$ cat src/shared/vopc_map.svh
`ifndef VOPC_MAP_SVH
`define VOPC_MAP_SVH
// Function
// - Output timing locks to frame reference 1, frame reference 2 or local.
// - A new output format applies only once the chosen reference matches it.
// - Each output carries program, preview or a chosen clean feed.
// - Reset routing: outputs 1-2 program, output 3 preview, output 4 clean.
// - Dithering off by default, else 2, 3 or 4 bits for low/med/high.
// - Black clipping limits samples to black level; off passes below black.
// - White clipping limits samples to white level; off passes above white.
// - Line-21 pass-through forwards line 21 unchanged, bypassing the mix.
// - With pass-through cleared, line 21 is processed as active picture.
// - Enabled alarm rises when its input is absent or invalid; on by default.
// - A cleared alarm enable keeps that input's alarm low.
// - Audio mixing enabled crossfades embedded audio with the transition.
// - Audio mixing disabled hard-cuts audio between sources, no blending.
// - Inputs outside about half a line are flagged for vertical shift.

// ----------------------------------------------------------------------
// Register offsets
// ----------------------------------------------------------------------
`define VOPC_ADDR_REF 4'h0
`define VOPC_ADDR_FMT 4'h1
`define VOPC_ADDR_ROUTE 4'h2
`define VOPC_ADDR_PROC 4'h3
`define VOPC_ADDR_ALARM 4'h4
`define VOPC_ADDR_AUDIO 4'h5
`define VOPC_ADDR_STATUS 4'h6

// ----------------------------------------------------------------------
// Reset values and field positions
// ----------------------------------------------------------------------
`define VOPC_RST_REF 2'h0
`define VOPC_RST_FMT 3'h0
`define VOPC_RST_ROUTE 8'h90
`define VOPC_RST_PROC 5'h00
`define VOPC_RST_ALARM 4'hf
`define VOPC_RST_AUDIO 1'h1
`define VOPC_REF_INVALID 2'h3
`define VOPC_PROC_CLIPB 2
`define VOPC_PROC_CLIPW 3
`define VOPC_PROC_L21 4

// ----------------------------------------------------------------------
// Video levels and timing
// ----------------------------------------------------------------------
`define VOPC_BLACK 10'h040
`define VOPC_WHITE 10'h3ac
`define VOPC_CAPTION_LINE 11'h015
`define VOPC_LFSR_SEED 16'hace1
`endif

$ cat src/shared/vopc_pkg.sv
package vopc_pkg;
    typedef logic [9:0] vopc_sample_t;
    typedef logic [2:0] vopc_fmt_t;
    typedef logic [1:0] vopc_route_t;
    typedef enum logic [1:0] {
        VOPC_DITH_OFF = 2'h0,
        VOPC_DITH_LOW = 2'h1,
        VOPC_DITH_MED = 2'h2,
        VOPC_DITH_HIGH = 2'h3
    } vopc_dither_e;
    typedef enum logic [1:0] {
        VOPC_FMT_STABLE = 2'b01,
        VOPC_FMT_WAIT = 2'b10
    } vopc_fmt_state_e;
endpackage : vopc_pkg

$ cat src/shared/vopc_px_if.sv
interface vopc_px_if;
    import vopc_pkg::*;
    vopc_sample_t [3:0] din;
    vopc_sample_t [3:0] dout;
    logic valid_in;
    logic valid_out;
    vopc_dither_e dither;
    logic clip_black;
    logic clip_white;
    modport top (output din, valid_in, dither, clip_black, clip_white,
                 input dout, valid_out);
    modport proc (input din, valid_in, dither, clip_black, clip_white,
                  output dout, valid_out);
endinterface : vopc_px_if

$ cat src/rtl/vopc_pixel.sv
`include "vopc_map.svh"
module vopc_pixel
    import vopc_pkg::*;
(
    input wire logic clock,
    input wire logic reset,
    vopc_px_if.proc px
);
    logic [15:0] lfsr_r;

    // ------------------------------------------------------------------
    // Sample shaping
    // ------------------------------------------------------------------
    // Noise is added and the low bits then dropped, so the output depth
    // shrinks by the dither width; saturation avoids wrap at full white.
    function automatic vopc_sample_t vopc_shape(input vopc_sample_t s,
            input logic [3:0] noise, input vopc_dither_e d,
            input logic cb, input logic cw);
        logic [10:0] sum;
        logic [9:0] mask;
        logic [9:0] v;
        case (d)
            VOPC_DITH_LOW: mask = 10'h003;
            VOPC_DITH_MED: mask = 10'h007;
            VOPC_DITH_HIGH: mask = 10'h00f;
            default: mask = 10'h000;
        endcase
        sum = {1'b0, s} + {7'h00, noise & mask[3:0]};
        v = sum[10] ? 10'h3ff : sum[9:0];
        v = v & ~mask;
        if (cb && v < `VOPC_BLACK) begin
            v = `VOPC_BLACK;
        end
        if (cw && v > `VOPC_WHITE) begin
            v = `VOPC_WHITE;
        end
        return v;
    endfunction : vopc_shape

    always_ff @(posedge clock) begin
        if (reset) begin
            lfsr_r <= `VOPC_LFSR_SEED;
        end else begin
            lfsr_r <= {lfsr_r[14:0],
                       lfsr_r[15] ^ lfsr_r[13] ^ lfsr_r[12] ^ lfsr_r[10]};
        end
    end

    always_ff @(posedge clock) begin
        if (reset) begin
            px.dout <= '0;
            px.valid_out <= 1'b0;
        end else begin
            px.valid_out <= px.valid_in;
            for (int i = 0; i < 4; i++) begin
                px.dout[i] <= vopc_shape(px.din[i], lfsr_r[4*i +: 4],
                                         px.dither, px.clip_black,
                                         px.clip_white);
            end
        end
    end
endmodule : vopc_pixel

$ cat src/rtl/vopc_top.sv
`include "vopc_map.svh"
module vopc_top
    import vopc_pkg::*;
#(
    parameter int AUDIO_W = 24
) (
    input wire logic clock,
    input wire logic reset,
    input wire logic [3:0] reg_addr,
    input wire logic [15:0] reg_wdata,
    input wire logic reg_write,
    input wire logic reg_read,
    output logic [15:0] reg_rdata,
    input wire logic [2:0] ref_present,
    input wire logic [2:0] ref_fmt_frame1,
    input wire logic [2:0] ref_fmt_frame2,
    input wire logic [2:0] ref_fmt_local,
    output logic [1:0] timing_ref_sel,
    output logic [2:0] out_format,
    output logic ref_locked,
    input wire logic frame_start,
    input wire logic [10:0] line_num,
    input wire logic sample_valid,
    input wire logic [9:0] program_s,
    input wire logic [9:0] preview_s,
    input wire logic [9:0] clean1_s,
    input wire logic [9:0] clean2_s,
    input wire logic [9:0] bypass_s,
    output vopc_sample_t [3:0] vid_out,
    output logic vid_valid,
    input wire logic [3:0] in_present,
    input wire logic [3:0] in_valid,
    input wire logic [3:0] in_offset_ok,
    output logic [3:0] alarm,
    output logic [3:0] vshift,
    input wire logic signed [AUDIO_W-1:0] audio_a,
    input wire logic signed [AUDIO_W-1:0] audio_b,
    input wire logic audio_valid,
    input wire logic [7:0] mix_pos,
    output logic signed [AUDIO_W-1:0] audio_out,
    output logic audio_out_valid
);
    vopc_px_if px ();

    vopc_fmt_state_e fmt_state_r;
    vopc_fmt_t fmt_req_r;
    logic [7:0] route_shadow_r;
    logic [7:0] route_act_r;
    logic [4:0] proc_shadow_r;
    logic [4:0] proc_act_r;
    logic [3:0] alarm_en_r;
    logic mix_en_r;
    logic fmt_compat;
    logic sel_present;
    logic l21_bypass;
    logic [AUDIO_W+10:0] acc;
    logic [8:0] w_a;

    // ------------------------------------------------------------------
    // Helpers
    // ------------------------------------------------------------------
    function automatic logic [2:0] vopc_pick3(input logic [1:0] sel,
            input logic [2:0] a, input logic [2:0] b, input logic [2:0] c);
        case (sel)
            2'h1: return b;
            2'h2: return c;
            default: return a;
        endcase
    endfunction : vopc_pick3

    function automatic vopc_sample_t vopc_route(input vopc_route_t code,
            input vopc_sample_t prog, input vopc_sample_t prev,
            input vopc_sample_t c1, input vopc_sample_t c2);
        case (code)
            2'h1: return prev;
            2'h2: return c1;
            2'h3: return c2;
            default: return prog;
        endcase
    endfunction : vopc_route

    function automatic logic vopc_hit(input logic [3:0] addr);
        return reg_write && reg_addr == addr;
    endfunction : vopc_hit

    assign sel_present = ref_present[timing_ref_sel];
    assign fmt_compat = sel_present && vopc_pick3(timing_ref_sel,
        ref_fmt_frame1, ref_fmt_frame2, ref_fmt_local) == fmt_req_r;
    assign l21_bypass = proc_act_r[`VOPC_PROC_L21]
        && line_num == `VOPC_CAPTION_LINE;

    // ------------------------------------------------------------------
    // Reference and format
    // ------------------------------------------------------------------
    always_ff @(posedge clock) begin
        if (reset) begin
            timing_ref_sel <= `VOPC_RST_REF;
        end else if (vopc_hit(`VOPC_ADDR_REF)
                     && reg_wdata[1:0] != `VOPC_REF_INVALID) begin
            timing_ref_sel <= reg_wdata[1:0];
        end
    end

    always_ff @(posedge clock) begin
        if (reset) begin
            ref_locked <= 1'b0;
        end else begin
            ref_locked <= sel_present;
        end
    end

    // A request written while another waits simply replaces it; the
    // active format only moves on a match, so a missing reference leaves
    // the output running on the last good format.
    always_ff @(posedge clock) begin
        if (reset) begin
            fmt_state_r <= VOPC_FMT_STABLE;
            fmt_req_r <= `VOPC_RST_FMT;
            out_format <= `VOPC_RST_FMT;
        end else if (vopc_hit(`VOPC_ADDR_FMT)) begin
            fmt_req_r <= reg_wdata[2:0];
            fmt_state_r <= VOPC_FMT_WAIT;
        end else begin
            case (fmt_state_r)
                VOPC_FMT_WAIT: begin
                    if (fmt_compat) begin
                        out_format <= fmt_req_r;
                        fmt_state_r <= VOPC_FMT_STABLE;
                    end
                end
                VOPC_FMT_STABLE: begin
                    fmt_state_r <= VOPC_FMT_STABLE;
                end
                default: begin
                    fmt_state_r <= VOPC_FMT_STABLE;
                end
            endcase
        end
    end

    // ------------------------------------------------------------------
    // Processing settings, taken up at the frame boundary
    // ------------------------------------------------------------------
    always_ff @(posedge clock) begin
        if (reset) begin
            route_shadow_r <= `VOPC_RST_ROUTE;
            proc_shadow_r <= `VOPC_RST_PROC;
        end else begin
            if (vopc_hit(`VOPC_ADDR_ROUTE)) begin
                route_shadow_r <= reg_wdata[7:0];
            end
            if (vopc_hit(`VOPC_ADDR_PROC)) begin
                proc_shadow_r <= reg_wdata[4:0];
            end
        end
    end

    always_ff @(posedge clock) begin
        if (reset) begin
            route_act_r <= `VOPC_RST_ROUTE;
            proc_act_r <= `VOPC_RST_PROC;
        end else if (frame_start) begin
            route_act_r <= route_shadow_r;
            proc_act_r <= proc_shadow_r;
        end
    end

    always_ff @(posedge clock) begin
        if (reset) begin
            px.din <= '0;
            px.valid_in <= 1'b0;
        end else begin
            px.valid_in <= sample_valid;
            for (int i = 0; i < 4; i++) begin
                px.din[i] <= l21_bypass ? bypass_s
                    : vopc_route(route_act_r[2*i +: 2], program_s,
                                 preview_s, clean1_s, clean2_s);
            end
        end
    end

    // Bypassed caption samples must also skip dither and clipping.
    always_ff @(posedge clock) begin
        if (reset) begin
            px.dither <= VOPC_DITH_OFF;
            px.clip_black <= 1'b0;
            px.clip_white <= 1'b0;
        end else begin
            px.dither <= l21_bypass ? VOPC_DITH_OFF
                : vopc_dither_e'(proc_act_r[1:0]);
            px.clip_black <= !l21_bypass
                && proc_act_r[`VOPC_PROC_CLIPB];
            px.clip_white <= !l21_bypass
                && proc_act_r[`VOPC_PROC_CLIPW];
        end
    end

    vopc_pixel u_pixel (
        .clock(clock),
        .reset(reset),
        .px(px.proc)
    );

    assign vid_out = px.dout;
    assign vid_valid = px.valid_out;

    // ------------------------------------------------------------------
    // Alarms and timing status
    // ------------------------------------------------------------------
    always_ff @(posedge clock) begin
        if (reset) begin
            alarm_en_r <= `VOPC_RST_ALARM;
        end else if (vopc_hit(`VOPC_ADDR_ALARM)) begin
            alarm_en_r <= reg_wdata[3:0];
        end
    end

    always_ff @(posedge clock) begin
        if (reset) begin
            alarm <= 4'h0;
            vshift <= 4'h0;
        end else begin
            alarm <= alarm_en_r & ~(in_present & in_valid);
            vshift <= in_present & ~in_offset_ok;
        end
    end

    // ------------------------------------------------------------------
    // Embedded audio
    // ------------------------------------------------------------------
    always_ff @(posedge clock) begin
        if (reset) begin
            mix_en_r <= `VOPC_RST_AUDIO;
        end else if (vopc_hit(`VOPC_ADDR_AUDIO)) begin
            mix_en_r <= reg_wdata[0];
        end
    end

    assign w_a = 9'h100 - {1'b0, mix_pos};
    assign acc = (AUDIO_W+11)'(audio_a) * (AUDIO_W+11)'($signed({1'b0, w_a}))
        + (AUDIO_W+11)'(audio_b)
        * (AUDIO_W+11)'($signed({2'b00, mix_pos}));

    // The cut point sits at the middle of the transition so compressed
    // streams are never blended; the price is a mid-transition jump.
    always_ff @(posedge clock) begin
        if (reset) begin
            audio_out <= '0;
            audio_out_valid <= 1'b0;
        end else begin
            audio_out_valid <= audio_valid;
            if (audio_valid) begin
                if (mix_en_r) begin
                    audio_out <= acc[AUDIO_W+7:8];
                end else begin
                    audio_out <= mix_pos[7] ? audio_b : audio_a;
                end
            end
        end
    end

    // ------------------------------------------------------------------
    // Register read
    // ------------------------------------------------------------------
    always_ff @(posedge clock) begin
        if (reset) begin
            reg_rdata <= 16'h0000;
        end else if (reg_read) begin
            case (reg_addr)
                `VOPC_ADDR_REF: reg_rdata <= {14'h0000, timing_ref_sel};
                `VOPC_ADDR_FMT: reg_rdata <= {8'h00,
                    fmt_state_r == VOPC_FMT_WAIT, out_format, 1'b0,
                    fmt_req_r};
                `VOPC_ADDR_ROUTE: reg_rdata <= {8'h00, route_shadow_r};
                `VOPC_ADDR_PROC: reg_rdata <= {11'h000, proc_shadow_r};
                `VOPC_ADDR_ALARM: reg_rdata <= {12'h000, alarm_en_r};
                `VOPC_ADDR_AUDIO: reg_rdata <= {15'h0000, mix_en_r};
                `VOPC_ADDR_STATUS: reg_rdata <= {7'h00, ref_locked,
                    vshift, alarm};
                default: reg_rdata <= 16'h0000;
            endcase
        end else begin
            reg_rdata <= 16'h0000;
        end
    end
endmodule : vopc_top

$ cat config.mk
export PLATFORM = sky130hd
export DESIGN_NAME = vopc_top
export DESIGN_NICKNAME = d
export VERILOG_FILES = /design/src/shared/vopc_pkg.sv /design/src/shared/vopc_px_if.sv /design/src/rtl/vopc_pixel.sv /design/src/rtl/vopc_top.sv
export VERILOG_INCLUDE_DIRS = /design/src /design/src/shared
export SDC_FILE = /design/constraint.sdc
export NUM_CORES = 1
export LEC_CHECK = 0
export ABC_AREA = 1
export BUFFER_PORTS_ARGS = -buffer_cell sky130_fd_sc_hd__buf_4
export CORE_ASPECT_RATIO = 0.8
export CORE_UTILIZATION = 25
export DETAILED_ROUTE_END_ITERATION = 7
export SYNTH_ARGS = -nofsm -noshare
export SYNTH_HDL_FRONTEND = slang
export SYNTH_SLANG_ARGS = --single-unit
$ cat constraint.sdc
create_clock -name clock -period 21.8 [get_ports clock]
set_input_delay 3.27 -clock clock [delete_from_list [all_inputs] [get_ports clock]]
set_output_delay 3.27 -clock clock [all_outputs]
set_load 0.01 [all_outputs]
==> flow_summary.yaml <==
timing:
  finalHoldViolCount: 0
  fin_setup_tns_ns: 0
  fmax_ghz: 0.09236
  setup-violations-final: 0
  skew_ns: 0.01666
  relSlewSlack_pct: 35.44
  min_period_over_period_pct: 49.67
  tightest_slew_ns: 0.9684
  drv_slew: 0
  rsz0062_at_grt: "false"
  finalCriticalPeriod_ns: 10.83
logic_synthesis:
  synthSimpleGateAreaFrac_pct: 21.40
  synth.distinct_cells: 55
  ys.flop_type: "dfxtp_1"
  synth_top_family_by_area: "adder cells"
  synthAdderAreaFrac_pct: 37.53
  synth_mux_area_share_pct: 0
  syn_area_per_cell_um2: 7.300
  synth_edf_count: 0
  synth_top_area_cell: "fa_1"
  synth_area_leaders: "fa_1, dfxtp_1, inv_1"
  synth-seq-area-share_pct: 15.30
  synthCells: 3335
  async_reset_ff_share_pct: 0
  ys_ff_latch: 186
  yosysWarnings: 0
  synth_xor_area_share_pct: 1.259
  netlist_area_um2: 24340
  synth-compound-area-share_pct: 8.943
  yosys.area.top_type_share_pct: 31.00
detailed_routing:
  first_pass_iters: 6
  viasPerCell: 4.473
  wirelength_mm: 81.67
  dr.max_layer_used: "met4"
  drtAntennaViolNets: 0
  drc: 0
  drtIter0Drc: 1777
  wirelength_met1_mm: 40.35
  post_drt_wl_per_cell_um: 16.98
  met3_length_mm: 6.957
  met2_length_mm: 33.04
  num_vias: 21510
clock_network:
  cts_buffers: 17
  cts_tree: "yes"
  h-tree-depth: 4
  hold_buffers: 0
  cts.sinks: 186
  clk_pin_slew_ns: 0.09
  ctsResizeCount: 0
  cts_buffer_depth: 2
  root_buffer: "clkbuf_16"
  postCtsSetupRepairBufs: 0
  clk_latency_ns: 0.51
worst_hold_path:
  hp-class: "flip-flop to flip-flop"
cells_and_area:
  mostFrequentLayoutCell: "inv_1"
  area_growth_pct: 15.34
  nNetsFinal: 4182
  layout-drive-gt1-share_pct: 10.62
  insertedDiodeCount: 0
  final_cell_mix: "inv_1, nand2_1, fa_1, nor2_1, buf_4"
  fin_cells: 4810
  finish.utilization_pct: 29.35
critical_path:
  worst-endpoint-required_ns: 22.16
  slowest_delay_ns: 0.73
  cp-start-kind: "primary input"
  arrival_ns: 11.19
  endpoint_kind: "flip-flop"
  cp_slowest_cell: "inv_1"
  cpMostUsedCell: "inv_1"
  path_max_fanout: 49
  crit_type: "primary input to flip-flop"
global_routing:
  grt_first_pass_wirelength_mm: 126.2
  grt_antenna_before_repair: 3
  grt_pass1_vias: 21460
  grt_use_total_pct: 16.94
  overflow: 0
  grt_max_degree: 73
job:
  max_cap_violations: 0
place:
  routabilityCongestion: 0.9056
  portBuffers: 248
  dp_hpwl_mm: 67.05
  dp_cells: 4778
floorplan:
  initial_core_util_pct: 25.45
  coreArea_um2: 95660
  dieWidth_um: 350.9
  pin_count: 264
  die_area_um2: 98640
  num_rows: 101
  die_h_um: 281.1
outcome:
  status: "completed"
[synthesized netlist by cell type, types with 23 or more instances]
| cell | instances |
|---|---|
| ha_1 | 127 |
| a21oi_1 | 138 |
| dfxtp_1 | 186 |
| inv_1 | 872 |
| o21ai_0 | 147 |
| fa_1 | 377 |
| nor2_1 | 286 |
| nand2_1 | 725 |
| clkbuf_1 | 64 |
| nand2_2 | 23 |
| nand3_1 | 106 |
| a221oi_1 | 33 |
[per-stage QoR]
stage | hold WS (ns) | setup WS [ns] | area, µm²
CTS | 0.4123 | 11.18 | 28080
floorplan | 0.3883 | 12.30 | 24370
detailed placement | 0.3971 | 10.59 | 27460
global placement | 0.3932 | 10.74 | 27460
finish | 0.4086 | 10.97 | 28080
global route | 0.4327 | 10.65 | 28080
[sequential cells by signal, indices dropped and copies added (netlist names), 5 cells and up]
name	cells
px.din	40
u_pixel.px.dout	40
audio_out	24
u_pixel.lfsr_r	16
reg_rdata	9
route_act_r	8
route_shadow_r	8
proc_act_r	5
proc_shadow_r	5
[cell type report]
cell class / count / area (µm²)
Fill cell: 10350 / 67580
Multi-Input combinational cell: 2163 / 16870
Sequential cell: 186 / 3724
Inverter: 884 / 3318
Timing Repair Buffer: 258 / 1937
Tap cell: 1287 / 1610
Clock buffer: 17 / 425.4
Clock inverter: 15 / 192.7
[logic make-up after synthesis]
family / count (synthesis)
AOI/OAI and AO/OA: 379
xor gates and xnor gates: 35
adders and majority gates: 504
buffers and inverters: 992
DFF: 186
other: 1
and+or+nand+nor: 1238
[worst paths after layout]
kind / endpoint / depth (start not counted) / from / slack (ns)
setup / recovery: audio_out[3]$_SDFFE_PP0P_ / 30 / mix_pos[0] / 10.97
hold / removal: u_pixel.px.valid_out$_SDFF_PP0_ / 2 / px.valid_in$_SDFF_PP0_ / 0.41
setup reg to reg: u_pixel.px.dout[16]$_SDFF_PP0_ / 20 / px.dither[1]$_SDFF_PP0_ / 18.20
hold reg to reg: u_pixel.px.valid_out$_SDFF_PP0_ / 2 / px.valid_in$_SDFF_PP0_ / 0.41
[critical path, delay by kind of cell]
kind,cells,cell delay (ns)
AOI/OAI and AO/OA,3,1.20
xor gates and xnor gates,1,0.11
adders and majority gates,8,3.36
buffers and inverters,9,1.85
and+or+nand+nor,9,1.33
[per-layer routing]
metal / vias to the layer above / global-route usage [%]
li1: 10240 / -
met1: 10400 / 25.72
met2: 795 / 23.82
met3: 75 / 3.819
met4: 0 / 3.997
met5: - / 0
Power is not shown: default switching activity piles up to over one toggle a cycle in this logic, so the estimate is an artifact.
